==> src/qtxc_pkg.sv <==
package qtxc_pkg;
    // register map, 16-bit registers at their byte offsets
    localparam logic [8:0]  QTXC_CTRL_OFS    = 9'h170;
    localparam logic [8:0]  QTXC_STAT_OFS    = 9'h172;
    // control field positions
    localparam int          QTXC_ICMP_BIT    = 8;
    localparam int          QTXC_UDP_BIT     = 7;
    localparam int          QTXC_TCP_BIT     = 6;
    localparam int          QTXC_IP_BIT      = 5;
    localparam int          QTXC_FLUSH_BIT   = 4;
    localparam int          QTXC_FC_BIT      = 3;
    localparam int          QTXC_PAD_BIT     = 2;
    localparam int          QTXC_FCS_BIT     = 1;
    localparam int          QTXC_RUN_BIT     = 0;
    localparam logic [8:0]  QTXC_CTRL_RST    = 9'h000;
    // status field positions
    localparam int          QTXC_LATE_BIT    = 13;
    localparam int          QTXC_MAXC_BIT    = 12;
    localparam int          QTXC_ID_W        = 6;
    localparam logic [15:0] QTXC_STAT_RST    = 16'h0000;
    // frame shaping: minimum frame includes the 4-byte check sequence
    localparam logic [6:0]  QTXC_MIN_FRAME   = 7'h40;
    localparam logic [6:0]  QTXC_FCS_BYTES   = 7'h04;
    localparam logic [31:0] QTXC_CRC_INIT    = 32'hffffffff;
    localparam logic [31:0] QTXC_CRC_POLY    = 32'hedb88320;
    typedef enum logic [1:0] {QTXC_IDLE, QTXC_DATA, QTXC_PAD, QTXC_FCS} qtxc_state_type;
endpackage

==> src/qtxc_queue_tx_ctrl.sv <==
`timescale 1ns/100ps
`default_nettype none
module qtxc_queue_tx_ctrl
    import qtxc_pkg::*;
#(
    parameter int LEVEL_W = 12,
    parameter logic [11:0] PAUSE_THRESH = 12'hc00
) (
    input  wire logic               ref_clk_in,
    input  wire logic               rst_b_in,
    input  wire logic [8:0]         reg_addr_in,
    input  wire logic               reg_wr_in,
    input  wire logic               reg_rd_in,
    input  wire logic [1:0]         reg_be_in,
    input  wire logic [15:0]        reg_wdata_in,
    output logic      [15:0]        reg_rdata_out,
    input  wire logic               in_valid_in,
    input  wire logic [7:0]         in_data_in,
    input  wire logic               in_last_in,
    output logic                    in_ready_out,
    output logic                    out_valid_out,
    output logic      [7:0]         out_data_out,
    output logic                    out_last_out,
    input  wire logic               out_ready_in,
    output logic      [3:0]         csum_gen_en_out,
    output logic                    tx_running_out,
    output logic      [5:0]         frame_ptr_out,
    input  wire logic               full_duplex_in,
    input  wire logic [LEVEL_W-1:0] rx_level_in,
    output logic                    pause_req_out,
    output logic                    backpressure_out,
    input  wire logic               tx_done_in,
    input  wire logic               late_col_in,
    input  wire logic               max_col_in,
    input  wire logic [5:0]         done_id_in
);
    // ------------------------------------------------------------
    // registers
    // ------------------------------------------------------------
    logic [8:0]     ctrl_reg;
    logic [15:0]    stat_reg;
    qtxc_state_type state_reg;
    logic           hold_v_reg;
    logic [7:0]     hold_d_reg;
    logic           hold_l_reg;
    logic           skid_v_reg;
    logic [7:0]     skid_d_reg;
    logic           skid_l_reg;
    logic [31:0]    crc_reg;
    logic [6:0]     cnt_reg;
    logic [1:0]     fcs_idx_reg;
    logic           opt_pad_reg;
    logic           opt_fcs_reg;
    logic           above_reg;
    logic           push;
    logic [7:0]     push_d;
    logic           push_l;
    logic           consume;
    logic           flush;
    logic           run;
    logic           pad_short;
    logic [31:0]    crc_inv;
    assign flush = ctrl_reg[QTXC_FLUSH_BIT];
    assign run   = ctrl_reg[QTXC_RUN_BIT];
    assign crc_inv = ~crc_reg;
    // byte-wise reflected crc step
    function automatic logic [31:0] qtxc_crc8(input logic [31:0] c, input logic [7:0] d);
        logic [31:0] r;
        r = c ^ {24'h000000, d};
        for (int i = 0; i < 8; i++) begin
            r = r[0] ? ((r >> 1) ^ QTXC_CRC_POLY) : (r >> 1);
        end
        return r;
    endfunction
    // ------------------------------------------------------------
    // register port
    // ------------------------------------------------------------
    // control writes; status offset is decoded but never written
    always_ff @(posedge ref_clk_in) begin
        if (!rst_b_in) begin
            ctrl_reg <= QTXC_CTRL_RST;
        end else if (reg_wr_in && reg_addr_in == QTXC_CTRL_OFS) begin
            if (reg_be_in[0]) begin
                ctrl_reg[7:0] <= reg_wdata_in[7:0];
            end
            if (reg_be_in[1]) begin
                ctrl_reg[8] <= reg_wdata_in[8];
            end
        end
    end
    // registered read data, reserved bits zero
    always_ff @(posedge ref_clk_in) begin
        if (!rst_b_in) begin
            reg_rdata_out <= 16'h0000;
        end else if (reg_rd_in) begin
            if (reg_addr_in == QTXC_CTRL_OFS) begin
                reg_rdata_out <= {7'h00, ctrl_reg};
            end else if (reg_addr_in == QTXC_STAT_OFS) begin
                reg_rdata_out <= stat_reg;
            end else begin
                reg_rdata_out <= 16'h0000;
            end
        end
    end
    // status of the last finished frame overwrites the previous one
    always_ff @(posedge ref_clk_in) begin
        if (!rst_b_in) begin
            stat_reg <= QTXC_STAT_RST;
        end else if (tx_done_in) begin
            stat_reg <= '0;
            stat_reg[QTXC_LATE_BIT] <= late_col_in;
            stat_reg[QTXC_MAXC_BIT] <= max_col_in;
            stat_reg[QTXC_ID_W-1:0] <= done_id_in;
        end
    end
    // ------------------------------------------------------------
    // input holding stage
    // ------------------------------------------------------------
    // one byte held so in_ready can come from a flop; costs half rate
    always_ff @(posedge ref_clk_in) begin
        if (!rst_b_in || flush) begin
            hold_v_reg   <= 1'b0;
            in_ready_out <= 1'b0;
        end else begin
            if (in_valid_in && in_ready_out) begin
                hold_v_reg <= 1'b1;
                hold_d_reg <= in_data_in;
                hold_l_reg <= in_last_in;
            end else if (consume) begin
                hold_v_reg <= 1'b0;
            end
            in_ready_out <= !(in_valid_in && in_ready_out) && (consume || !hold_v_reg);
        end
    end
    // ------------------------------------------------------------
    // frame engine
    // ------------------------------------------------------------
    assign pad_short = opt_pad_reg && (cnt_reg < QTXC_MIN_FRAME - QTXC_FCS_BYTES - 7'h01);  // no wrap at 7f
    // choose the byte pushed into the output buffer this cycle
    always_comb begin
        push    = 1'b0;
        push_d  = 8'h00;
        push_l  = 1'b0;
        consume = 1'b0;
        case (state_reg)
            QTXC_DATA: begin
                if (hold_v_reg && !skid_v_reg) begin
                    push    = 1'b1;
                    consume = 1'b1;
                    push_d  = hold_d_reg;
                    push_l  = hold_l_reg && !pad_short && !opt_fcs_reg;
                end
            end
            QTXC_PAD: begin
                push   = !skid_v_reg;
                push_l = !pad_short && !opt_fcs_reg;
            end
            QTXC_FCS: begin
                push   = !skid_v_reg;
                push_d = crc_inv[{fcs_idx_reg, 3'h0} +: 8];
                push_l = fcs_idx_reg == 2'h3;
            end
            default: begin
            end
        endcase
    end
    // frame sequencing; stop only takes effect between frames
    always_ff @(posedge ref_clk_in) begin
        if (!rst_b_in || flush) begin
            state_reg     <= QTXC_IDLE;
            frame_ptr_out <= 6'h00;
            cnt_reg       <= 7'h00;
            fcs_idx_reg   <= 2'h0;
            crc_reg       <= QTXC_CRC_INIT;
            opt_pad_reg   <= 1'b0;
            opt_fcs_reg   <= 1'b0;
            csum_gen_en_out <= 4'h0;
        end else begin
            case (state_reg)
                QTXC_IDLE: begin
                    if (run && hold_v_reg) begin
                        state_reg   <= QTXC_DATA;
                        cnt_reg     <= 7'h00;
                        fcs_idx_reg <= 2'h0;
                        crc_reg     <= QTXC_CRC_INIT;
                        opt_pad_reg <= ctrl_reg[QTXC_PAD_BIT];
                        opt_fcs_reg <= ctrl_reg[QTXC_FCS_BIT];
                        frame_ptr_out <= frame_ptr_out + 6'h01;
                        // per-frame enables for the downstream checksum inserter
                        csum_gen_en_out <= {ctrl_reg[QTXC_ICMP_BIT],
                                            ctrl_reg[QTXC_UDP_BIT],
                                            ctrl_reg[QTXC_TCP_BIT],
                                            ctrl_reg[QTXC_IP_BIT]};
                    end
                end
                QTXC_DATA, QTXC_PAD: begin
                    if (push) begin
                        crc_reg <= qtxc_crc8(crc_reg, push_d);
                        cnt_reg <= (cnt_reg == 7'h7f) ? cnt_reg : cnt_reg + 7'h01;  // saturates, no wrap
                        if (state_reg == QTXC_PAD || hold_l_reg) begin
                            if (pad_short) begin
                                state_reg <= QTXC_PAD;
                            end else if (opt_fcs_reg) begin
                                state_reg <= QTXC_FCS;
                            end else begin
                                state_reg <= QTXC_IDLE;
                            end
                        end
                    end
                end
                QTXC_FCS: begin
                    if (push) begin
                        fcs_idx_reg <= fcs_idx_reg + 2'h1;
                        if (push_l) begin
                            state_reg <= QTXC_IDLE;
                        end
                    end
                end
                default: state_reg <= QTXC_IDLE;
            endcase
        end
    end
    // ------------------------------------------------------------
    // two-entry output buffer
    // ------------------------------------------------------------
    // the skid entry catches the pushed byte when the receiver stalls
    always_ff @(posedge ref_clk_in) begin
        if (!rst_b_in || flush) begin
            out_valid_out <= 1'b0;
            skid_v_reg    <= 1'b0;
            out_data_out  <= 8'h00;
            out_last_out  <= 1'b0;
        end else if (!out_valid_out || out_ready_in) begin
            if (skid_v_reg) begin
                out_data_out <= skid_d_reg;
                out_last_out <= skid_l_reg;
                skid_v_reg   <= 1'b0;
            end else begin
                out_valid_out <= push;
                out_data_out  <= push_d;
                out_last_out  <= push_l;
            end
        end else if (push) begin
            skid_v_reg <= 1'b1;
            skid_d_reg <= push_d;
            skid_l_reg <= push_l;
        end
    end
    // run state seen by the host side: enabled or still finishing a frame
    always_ff @(posedge ref_clk_in) begin
        if (!rst_b_in) begin
            tx_running_out <= 1'b0;
        end else begin
            tx_running_out <= run || state_reg != QTXC_IDLE;
        end
    end
    // ------------------------------------------------------------
    // flow control
    // ------------------------------------------------------------
    // pause is one request per threshold crossing, not a stream
    always_ff @(posedge ref_clk_in) begin
        if (!rst_b_in) begin
            above_reg        <= 1'b0;
            pause_req_out    <= 1'b0;
            backpressure_out <= 1'b0;
        end else begin
            above_reg        <= rx_level_in >= PAUSE_THRESH;
            pause_req_out    <= ctrl_reg[QTXC_FC_BIT] && full_duplex_in
                                && rx_level_in >= PAUSE_THRESH && !above_reg;
            backpressure_out <= ctrl_reg[QTXC_FC_BIT] && !full_duplex_in
                                && rx_level_in >= PAUSE_THRESH;
        end
    end
endmodule
`default_nettype wire

==> config.mk <==
export PLATFORM = sky130hd
export DESIGN_NAME = qtxc_queue_tx_ctrl
export DESIGN_NICKNAME = d
export VERILOG_FILES = /design/src/qtxc_pkg.sv /design/src/qtxc_queue_tx_ctrl.sv
export SDC_FILE = /design/constraint.sdc
export NUM_CORES = 1
export LEC_CHECK = 0
export ABC_AREA = 1
export BUFFER_PORTS_ARGS = -buffer_cell sky130_fd_sc_hd__buf_2
export CORE_ASPECT_RATIO = 0.7
export CORE_UTILIZATION = 51
export CTS_BUF_LIST = sky130_fd_sc_hd__clkbuf_16
export CTS_CLUSTER_SIZE = 8
export DETAILED_ROUTE_END_ITERATION = 7
export GPL_TIMING_DRIVEN = 0
export PLACE_DENSITY = 0.76
export SLEW_MARGIN = 40
export SYNTH_ARGS = -nofsm -noshare
export SYNTH_HDL_FRONTEND = slang
export SYNTH_SLANG_ARGS = --single-unit
export TNS_END_PERCENT = 20
==> constraint.sdc <==
create_clock -name ref_clk_in -period 2 [get_ports ref_clk_in]
set_clock_uncertainty 0.15 [all_clocks]
set_input_delay 0.2 -clock ref_clk_in [delete_from_list [all_inputs] [get_ports ref_clk_in]]
set_output_delay 0.2 -clock ref_clk_in [all_outputs]
set_load 0.02 [all_outputs]
== Yosys cells after proc, flatten, opt, wreduce, memory -nomap -nowiden ==
Cells that the tools add are included.

* Memories kept: 0
* RAM bits: 0
* Output and inout bits: 40
* Bits in latches: 0
* Logic and storage cells: 143
* Input port bits: 64
* Register bits after elaboration: 123
* Memory bits (read-only): 0

* Eq/ne operators: 13
* $add $sub $neg: 3
* Shift operators: 1
* Div/mod/pow operators: 0
* Mux-type cells: 39
* Magnitude comparators: 2
* Bitwise gates (word level): 13
* Reduce and logical (&&, ||, !) cells: 46
* $mul: 0

{| class="wikitable"
|+ Operators with widths
! kind !! number
|-
| two-way mux 32 bit || 10
|-
| inverter 13 -> 14 bit || 8
|-
| one-hot mux 32 bit (2 select lines) || 1
|-
| inverter 32 bit || 1
|-
| indexed part select 32 x 6 -> 8 bit || 1
|-
| XOR 32 x 8 -> 32 bit || 1
|-
| two-way mux 7 bit || 3
|-
| equality test 9 bit, second input constant || 2
|-
| two-way mux 2 bit || 9
|-
| two-way mux 16 bit || 1
|-
| two-way mux 8 bit || 2
|-
| one-hot mux 8 bit (2 select lines) || 1
|-
| logical AND 1 bit || 14
|-
| two-way mux 14 bit || 1
|-
| one-hot mux 7 bit (2 select lines) || 1
|-
| greater-or-equal comparator 12 bit, second input constant || 1
|-
| inequality test 2 bit, second input constant || 6
|-
| AND reduction 2 bit || 5
|-
| zero test 1 bit || 9
|-
| AND reduction 3 bit || 3
|-
| nonzero test 2 bit || 4
|-
| adder 7 x 1 -> 7 bit, second input constant || 1
|-
| equality test 7 bit, second input constant || 1
|-
| < comparator 7 x 6 -> 1 bit, second input constant || 1
|-
| 15 further kinds || 30
|}

== Logic depth before layout (Yosys ltp) ==
* Word-level depth: 23
* Gate-level depth with buffers: 20

== Least setup slack after synthesis ==
OpenSTA, ideal clock, no wires.

* Kind: reg-to-reg
* From: register state_reg[1]
* To: register crc_reg[29]
* Library setup time: 0.125 ns
* Slack: -0.082 ns
* Cell stages (with the launch flop): 18
* Data arrival time: 1.807 ns
* Required time: 1.725 ns
* Cell sequence: dfxtp_1 > inv_1 > ha_1 > nand2_2 > nor2_8 > nand2_1 > nand2_4 > nand2_1 > nand2_4 > nand2_1 > nand2_4 > nand2_2 > nand2_4 > inv_4 > nand2_2 > nand3_1 > o21ai_1 > nand2_1

* Elaborated cells on any way between the ends: 27

{| class="wikitable"
|+ RTL lines
! item !! RTL line !! RTL
|-
| from (decl) || qtxc_queue_tx_ctrl.sv:42 || <nowiki>qtxc_state_type state_reg;</nowiki>
|-
| from (signal assigned) || qtxc_queue_tx_ctrl.sv:170 || <nowiki>state_reg <= QTXC_IDLE;</nowiki>
|-
| from (signal assigned) || qtxc_queue_tx_ctrl.sv:182 || <nowiki>state_reg <= QTXC_DATA;</nowiki>
|-
| from (signal assigned) || qtxc_queue_tx_ctrl.sv:202 || <nowiki>state_reg <= QTXC_PAD;</nowiki>
|-
| equality test 2 bit / equality test 2 x 1 -> 1 bit (equally long branches) || qtxc_queue_tx_ctrl.sv:145 || <nowiki>case (state_reg)</nowiki>
|-
| one-hot mux 8 bit (2 select lines) * || qtxc_queue_tx_ctrl.sv:145 ||
|-
| named net push_d[0] || qtxc_queue_tx_ctrl.sv:56 || <nowiki>logic [7:0] push_d;</nowiki>
|-
| XOR 32 x 8 -> 32 bit * || qtxc_queue_tx_ctrl.sv:69 || <nowiki>r = c ^ {24'h000000, d};</nowiki>
|-
| two-way mux 32 bit * (7 in series) || qtxc_queue_tx_ctrl.sv:71 || <nowiki>r = r[0] ? ((r >> 1) ^ QTXC_CRC_POLY) : (r >> 1);</nowiki>
|-
| inverter 13 -> 14 bit (no line) || -- ||
|-
| two-way mux 32 bit * || qtxc_queue_tx_ctrl.sv:71 ||
|-
| two-way mux 32 bit * || qtxc_queue_tx_ctrl.sv:197 || <nowiki>if (push) begin</nowiki>
|-
| one-hot mux 32 bit (2 select lines) * || qtxc_queue_tx_ctrl.sv:179 || <nowiki>case (state_reg)</nowiki>
|-
| to (signal assigned) || qtxc_queue_tx_ctrl.sv:198 || <nowiki>crc_reg <= qtxc_crc8(crc_reg, push_d);</nowiki>
|-
| to (decl) || qtxc_queue_tx_ctrl.sv:49 || <nowiki>logic [31:0] crc_reg;</nowiki>
|}

The timed path passes the listed nets; every way through them passes the cells marked *. The select of a mux whose other input is x is not followed.
A chain may end at the register's enable or synchronous reset.

== Final worst setup path ==
* From: register fcs_idx_reg[0]
* To: register crc_reg[8]

* Elaborated cells on any way between the ends: 17

{| class="wikitable"
|+ RTL lines
! item !! RTL line !! RTL
|-
| from (decl) || qtxc_queue_tx_ctrl.sv:51 || <nowiki>logic [1:0] fcs_idx_reg;</nowiki>
|-
| from (signal assigned) || qtxc_queue_tx_ctrl.sv:213 || <nowiki>fcs_idx_reg <= fcs_idx_reg + 2'h1;</nowiki>
|-
| indexed part select 32 x 6 -> 8 bit || qtxc_queue_tx_ctrl.sv:160 || <nowiki>push_d = crc_inv[{fcs_idx_reg, 3'h0} +: 8];</nowiki>
|-
| one-hot mux 8 bit (2 select lines) || qtxc_queue_tx_ctrl.sv:145 ||
|-
| named net push_d[1] || qtxc_queue_tx_ctrl.sv:56 ||
|-
| XOR 32 x 8 -> 32 bit || qtxc_queue_tx_ctrl.sv:69 ||
|-
| two-way mux 32 bit (8 in series) || qtxc_queue_tx_ctrl.sv:71 ||
|-
| two-way mux 32 bit || qtxc_queue_tx_ctrl.sv:197 ||
|-
| one-hot mux 32 bit (2 select lines) || qtxc_queue_tx_ctrl.sv:179 ||
|}

The timed path passes the listed nets, and every way through them passes these cells. The select of a mux whose other input is x is not followed.

==> impl_metrics.py <==
metrics = {
    "run_status": {
        "status": "finished with violations",
        "violations": "hold timing, setup timing",
    },
    "final_layout": {
        "antenna_cells_inserted": 0,
        "multi_input_area_sq_mm": 0.00414,
        "stdcell_area_sq_mm": 0.00940,
        "final_common_cell": "nand2_1",
        "ff_latch_area_sq_mm": 0.00255,
        "fill_cells": 689,
        "drive_gt1_frac": 0.365,
        "layout.nets": 1103,
        "syn2layout_area_growth_pct": 50.2,
        "final_cell_mix": "nand2_1 (132), dfxtp_1 (97), buf_2 (83)",
        "largest_reg_flops": 32,
    },
    "timing": {
        "hold_viol_final": 1,
        "slew-limit-headroom": 0.485,
        "fmax_ghz": 0.397,
        "rsz0062_at_grt": "yes",
        "worst_pin_slew_ns": 0.773,
        "final.setup.tns_ns": -12.48,
        "period_needed_ns": 2.52,
        "hold-worst-slack_ns": -0.0129,
        "fin_ws_ns": -0.521,
        "drv_slew": 0,
        "finalSetupViolCount": 41,
        "period_share": 1.26,
    },
    "setup_path": {
        "cp_max_fo": 8,
        "endpoint": "crc_reg[8]",
        "reg2reg_from": "fcs_idx_reg[0]",
        "path_class": "flip-flop to flip-flop",
        "worstPathRequired_ns": 2.12,
        "r2r_setup_slack_ns": -0.52,
        "cp-startpoint": "fcs_idx_reg[0]",
        "critical_path.endpoint_type": "flip-flop",
        "critPathLaunchType": "flip-flop",
        "rr_endpoint": "crc_reg[8]",
        "crit_arrival_ns": 2.64,
        "worst-r2r-cell-count": 15,
    },
    "power_and_ir_drop": {
        "ir_drop_mv": 0.788,
        "p_leak_nw": 4.31,
        "total_power_mw": 11.0,
        "p_sw_mw": 4.67,
        "p_int_mw": 6.36,
        "pwr-share-clk": 0.285,
        "p_per_area_mw_per_mm2": 1170,
        "p_sw_frac": 0.423,
        "seqPwrFrac": 0.263,
        "combPwrFrac": 0.452,
    },
    "die": {
        "start_util": 0.530,
        "row_count": 33,
        "core_area_sq_mm": 0.0118,
        "ios": 104,
        "die_height_um": 94.7,
        "fp.dieW_um": 134,
        "dieArea_sq_mm": 0.0127,
    },
    "drt": {
        "drc_errors": 0,
        "via_count": 7442,
        "vias_per_cell": 6.19,
        "wirelength_um": 26000,
        "antenna_left": 0,
        "drt_iter0_drc": 1039,
        "detail_route.wl_per_cell_um": 21.6,
        "firstDrtPassIters": 6,
    },
    "grt": {
        "gr-total-overflow": 0,
        "antenna_found_initial": 0,
        "grt_use_total": 0.367,
        "grt_pass1_wl_um": 35000,
        "grt_pass1_vias": 6701,
        "grt_max_degree": 17,
    },
    "logic_synthesis": {
        "avgSynthCellArea_sq_um": 7.56,
        "synth_edf_count": 18,
        "netlist_area_sq_mm": 0.00626,
        "ys_ff_latch": 118,
        "synth.distinct_cells": 48,
        "async_flop_share": 0,
        "synth-warning-count": 0,
        "synth_area_leaders": "dfxtp_1 (32%), nand2_1 (11%), edfxtp_1 (8.6%)",
        "synth.top_cell.area_share": 0.320,
        "synth-main-ff-cell": "dfxtp_1",
        "seq_area_frac_synth": 0.406,
        "yosysTopAreaCell": "dfxtp_1",
        "synth_cells": 828,
    },
    "placed_design": {
        "hpwl_um": 13100,
        "dpl_cell_area_sq_mm": 0.00689,
        "gp_congestion": 0.920,
        "numPortBuffers": 80,
        "dp_slack_ns": -0.680,
    },
    "clock_tree": {
        "cts_sinks": 118,
        "clkTransAtPathRegs_ns": 0.06,
        "cts_tree": "yes",
        "htreeDepth": 4,
        "max-clock-path-buffers": 2,
        "clk-insertion-delay-late_ns": 0.43,
        "root_buffer": "clkbuf_16",
        "cts_made_buffers": 17,
    },
    "worst_hold_path": {
        "hold_class": "input port to flip-flop",
    },
    "run": {
        "max-cap-violations": 0,
    },
}
-- stage by stage --
step | cells | util | hold slack [ns]
floorplan | 832 | - | 0.129
global placement | 1069 | 0.584 | 0.226
detailed placement | 1069 | 0.584 | 0.229
CTS | 1190 | 0.741 | 0.000563
global route | 1202 | 0.796 | 0.0181
finish | 1202 | 0.796 | -0.0129
-- layer usage --
metal,up-vias,global-route usage,wire length (um)
li1,3158,-,-
met1,3442,0.491,9780
met2,632,0.567,11200
met3,210,0.0896,3310
met4,0,0.158,1760
met5,-,0,0
-- power groups by stage --
| stage | Combinational (mW) | Sequential (mW) | Clock (mW) |
|---|---|---|---|
| detailed placement | 3.10 | 2.84 | 0 |
| global route | 5.22 | 2.91 | 3.22 |
| finish | 4.99 | 2.89 | 3.15 |
| floorplan | 2.34 | 2.83 | 0 |
| CTS | 3.90 | 2.84 | 3.06 |
| global placement | 3.06 | 2.84 | 0 |
-- final cells by class --
type / instances / share of cell area
timing repair buffer: 180 / 0.146
multi-input combinational: 603 / 0.440
tap: 157 / 0.0209
sequential: 118 / 0.271
buffer: 32 / 0.0232
clock buffer: 19 / 0.0506
clock inverter: 13 / 0.0126
inverter: 80 / 0.0354
-- critical path, cell delays in order (launching register included) --
cell and delay (ns):
dfxtp_2 0.34, buf_6 0.15, clkinv_8 0.09, buf_4 0.16, nand2_2 0.13, nand3_2 0.09, nand2_2 0.10, nand2_4 0.08
nand2_4 0.11, nand2_4 0.08, nand2_8 0.11, nand2_4 0.10, nand2_8 0.10, nand2_4 0.09, o211ai_1 0.31, o211ai_1 0.15
-- cell families after synthesis --
logic type,after synthesis,synth area share
AO/OA/AOI/OAI,179,0.158
adder cells (fa/ha/maj),7,0.0140
XOR/XNOR,25,0.0446
other,1,0.000599
buffers and inverters,112,0.0788
AND/OR/NAND/NOR,386,0.298
flip-flops,118,0.406
-- synth_stat cells (3+ instances only) --
cell type,instances
xnor2_1,3
clkbuf_1,17
nor3_1,6
o211ai_1,14
o221ai_1,6
o21ai_0,71
nand4_1,3
nand2_4,14
a21oi_1,70
o22ai_1,4
buf_4,5
nand2_2,39
and2_1,3
ha_1,7
xor2_1,17
inv_1,71
o21ai_1,8
or2_1,3
buf_6,5
nand3_1,82
buf_2,5
inv_2,6
dfxtp_1,100
nor2_1,44
edfxtp_1,18
nand2_1,177
-- how the worst min path moves through the flow --
stage                             endpoint            from  cells past startpoint
after CTS                 reg_rdata_out[7]        rst_b_in                      3
after floorplan           backpressure_out  full_duplex_in                      1
after global routing           stat_reg[5]   done_id_in[5]                      3
after global placement       hold_d_reg[1]   in_data_in[1]                      1
final                          stat_reg[5]   done_id_in[5]                      3
after detailed placement     hold_d_reg[3]   in_data_in[3]                      1
-- timing repair --
item	4_1_cts	5_1_grt
hold endpoints to repair	28	0
cloned	2	0
pin swaps	52	58
endpoints found under the setup margin	73	82
hold buffers	36	0
resized for setup	107	133
setup buffers	51	12
(Power assumes the default switching activity.)
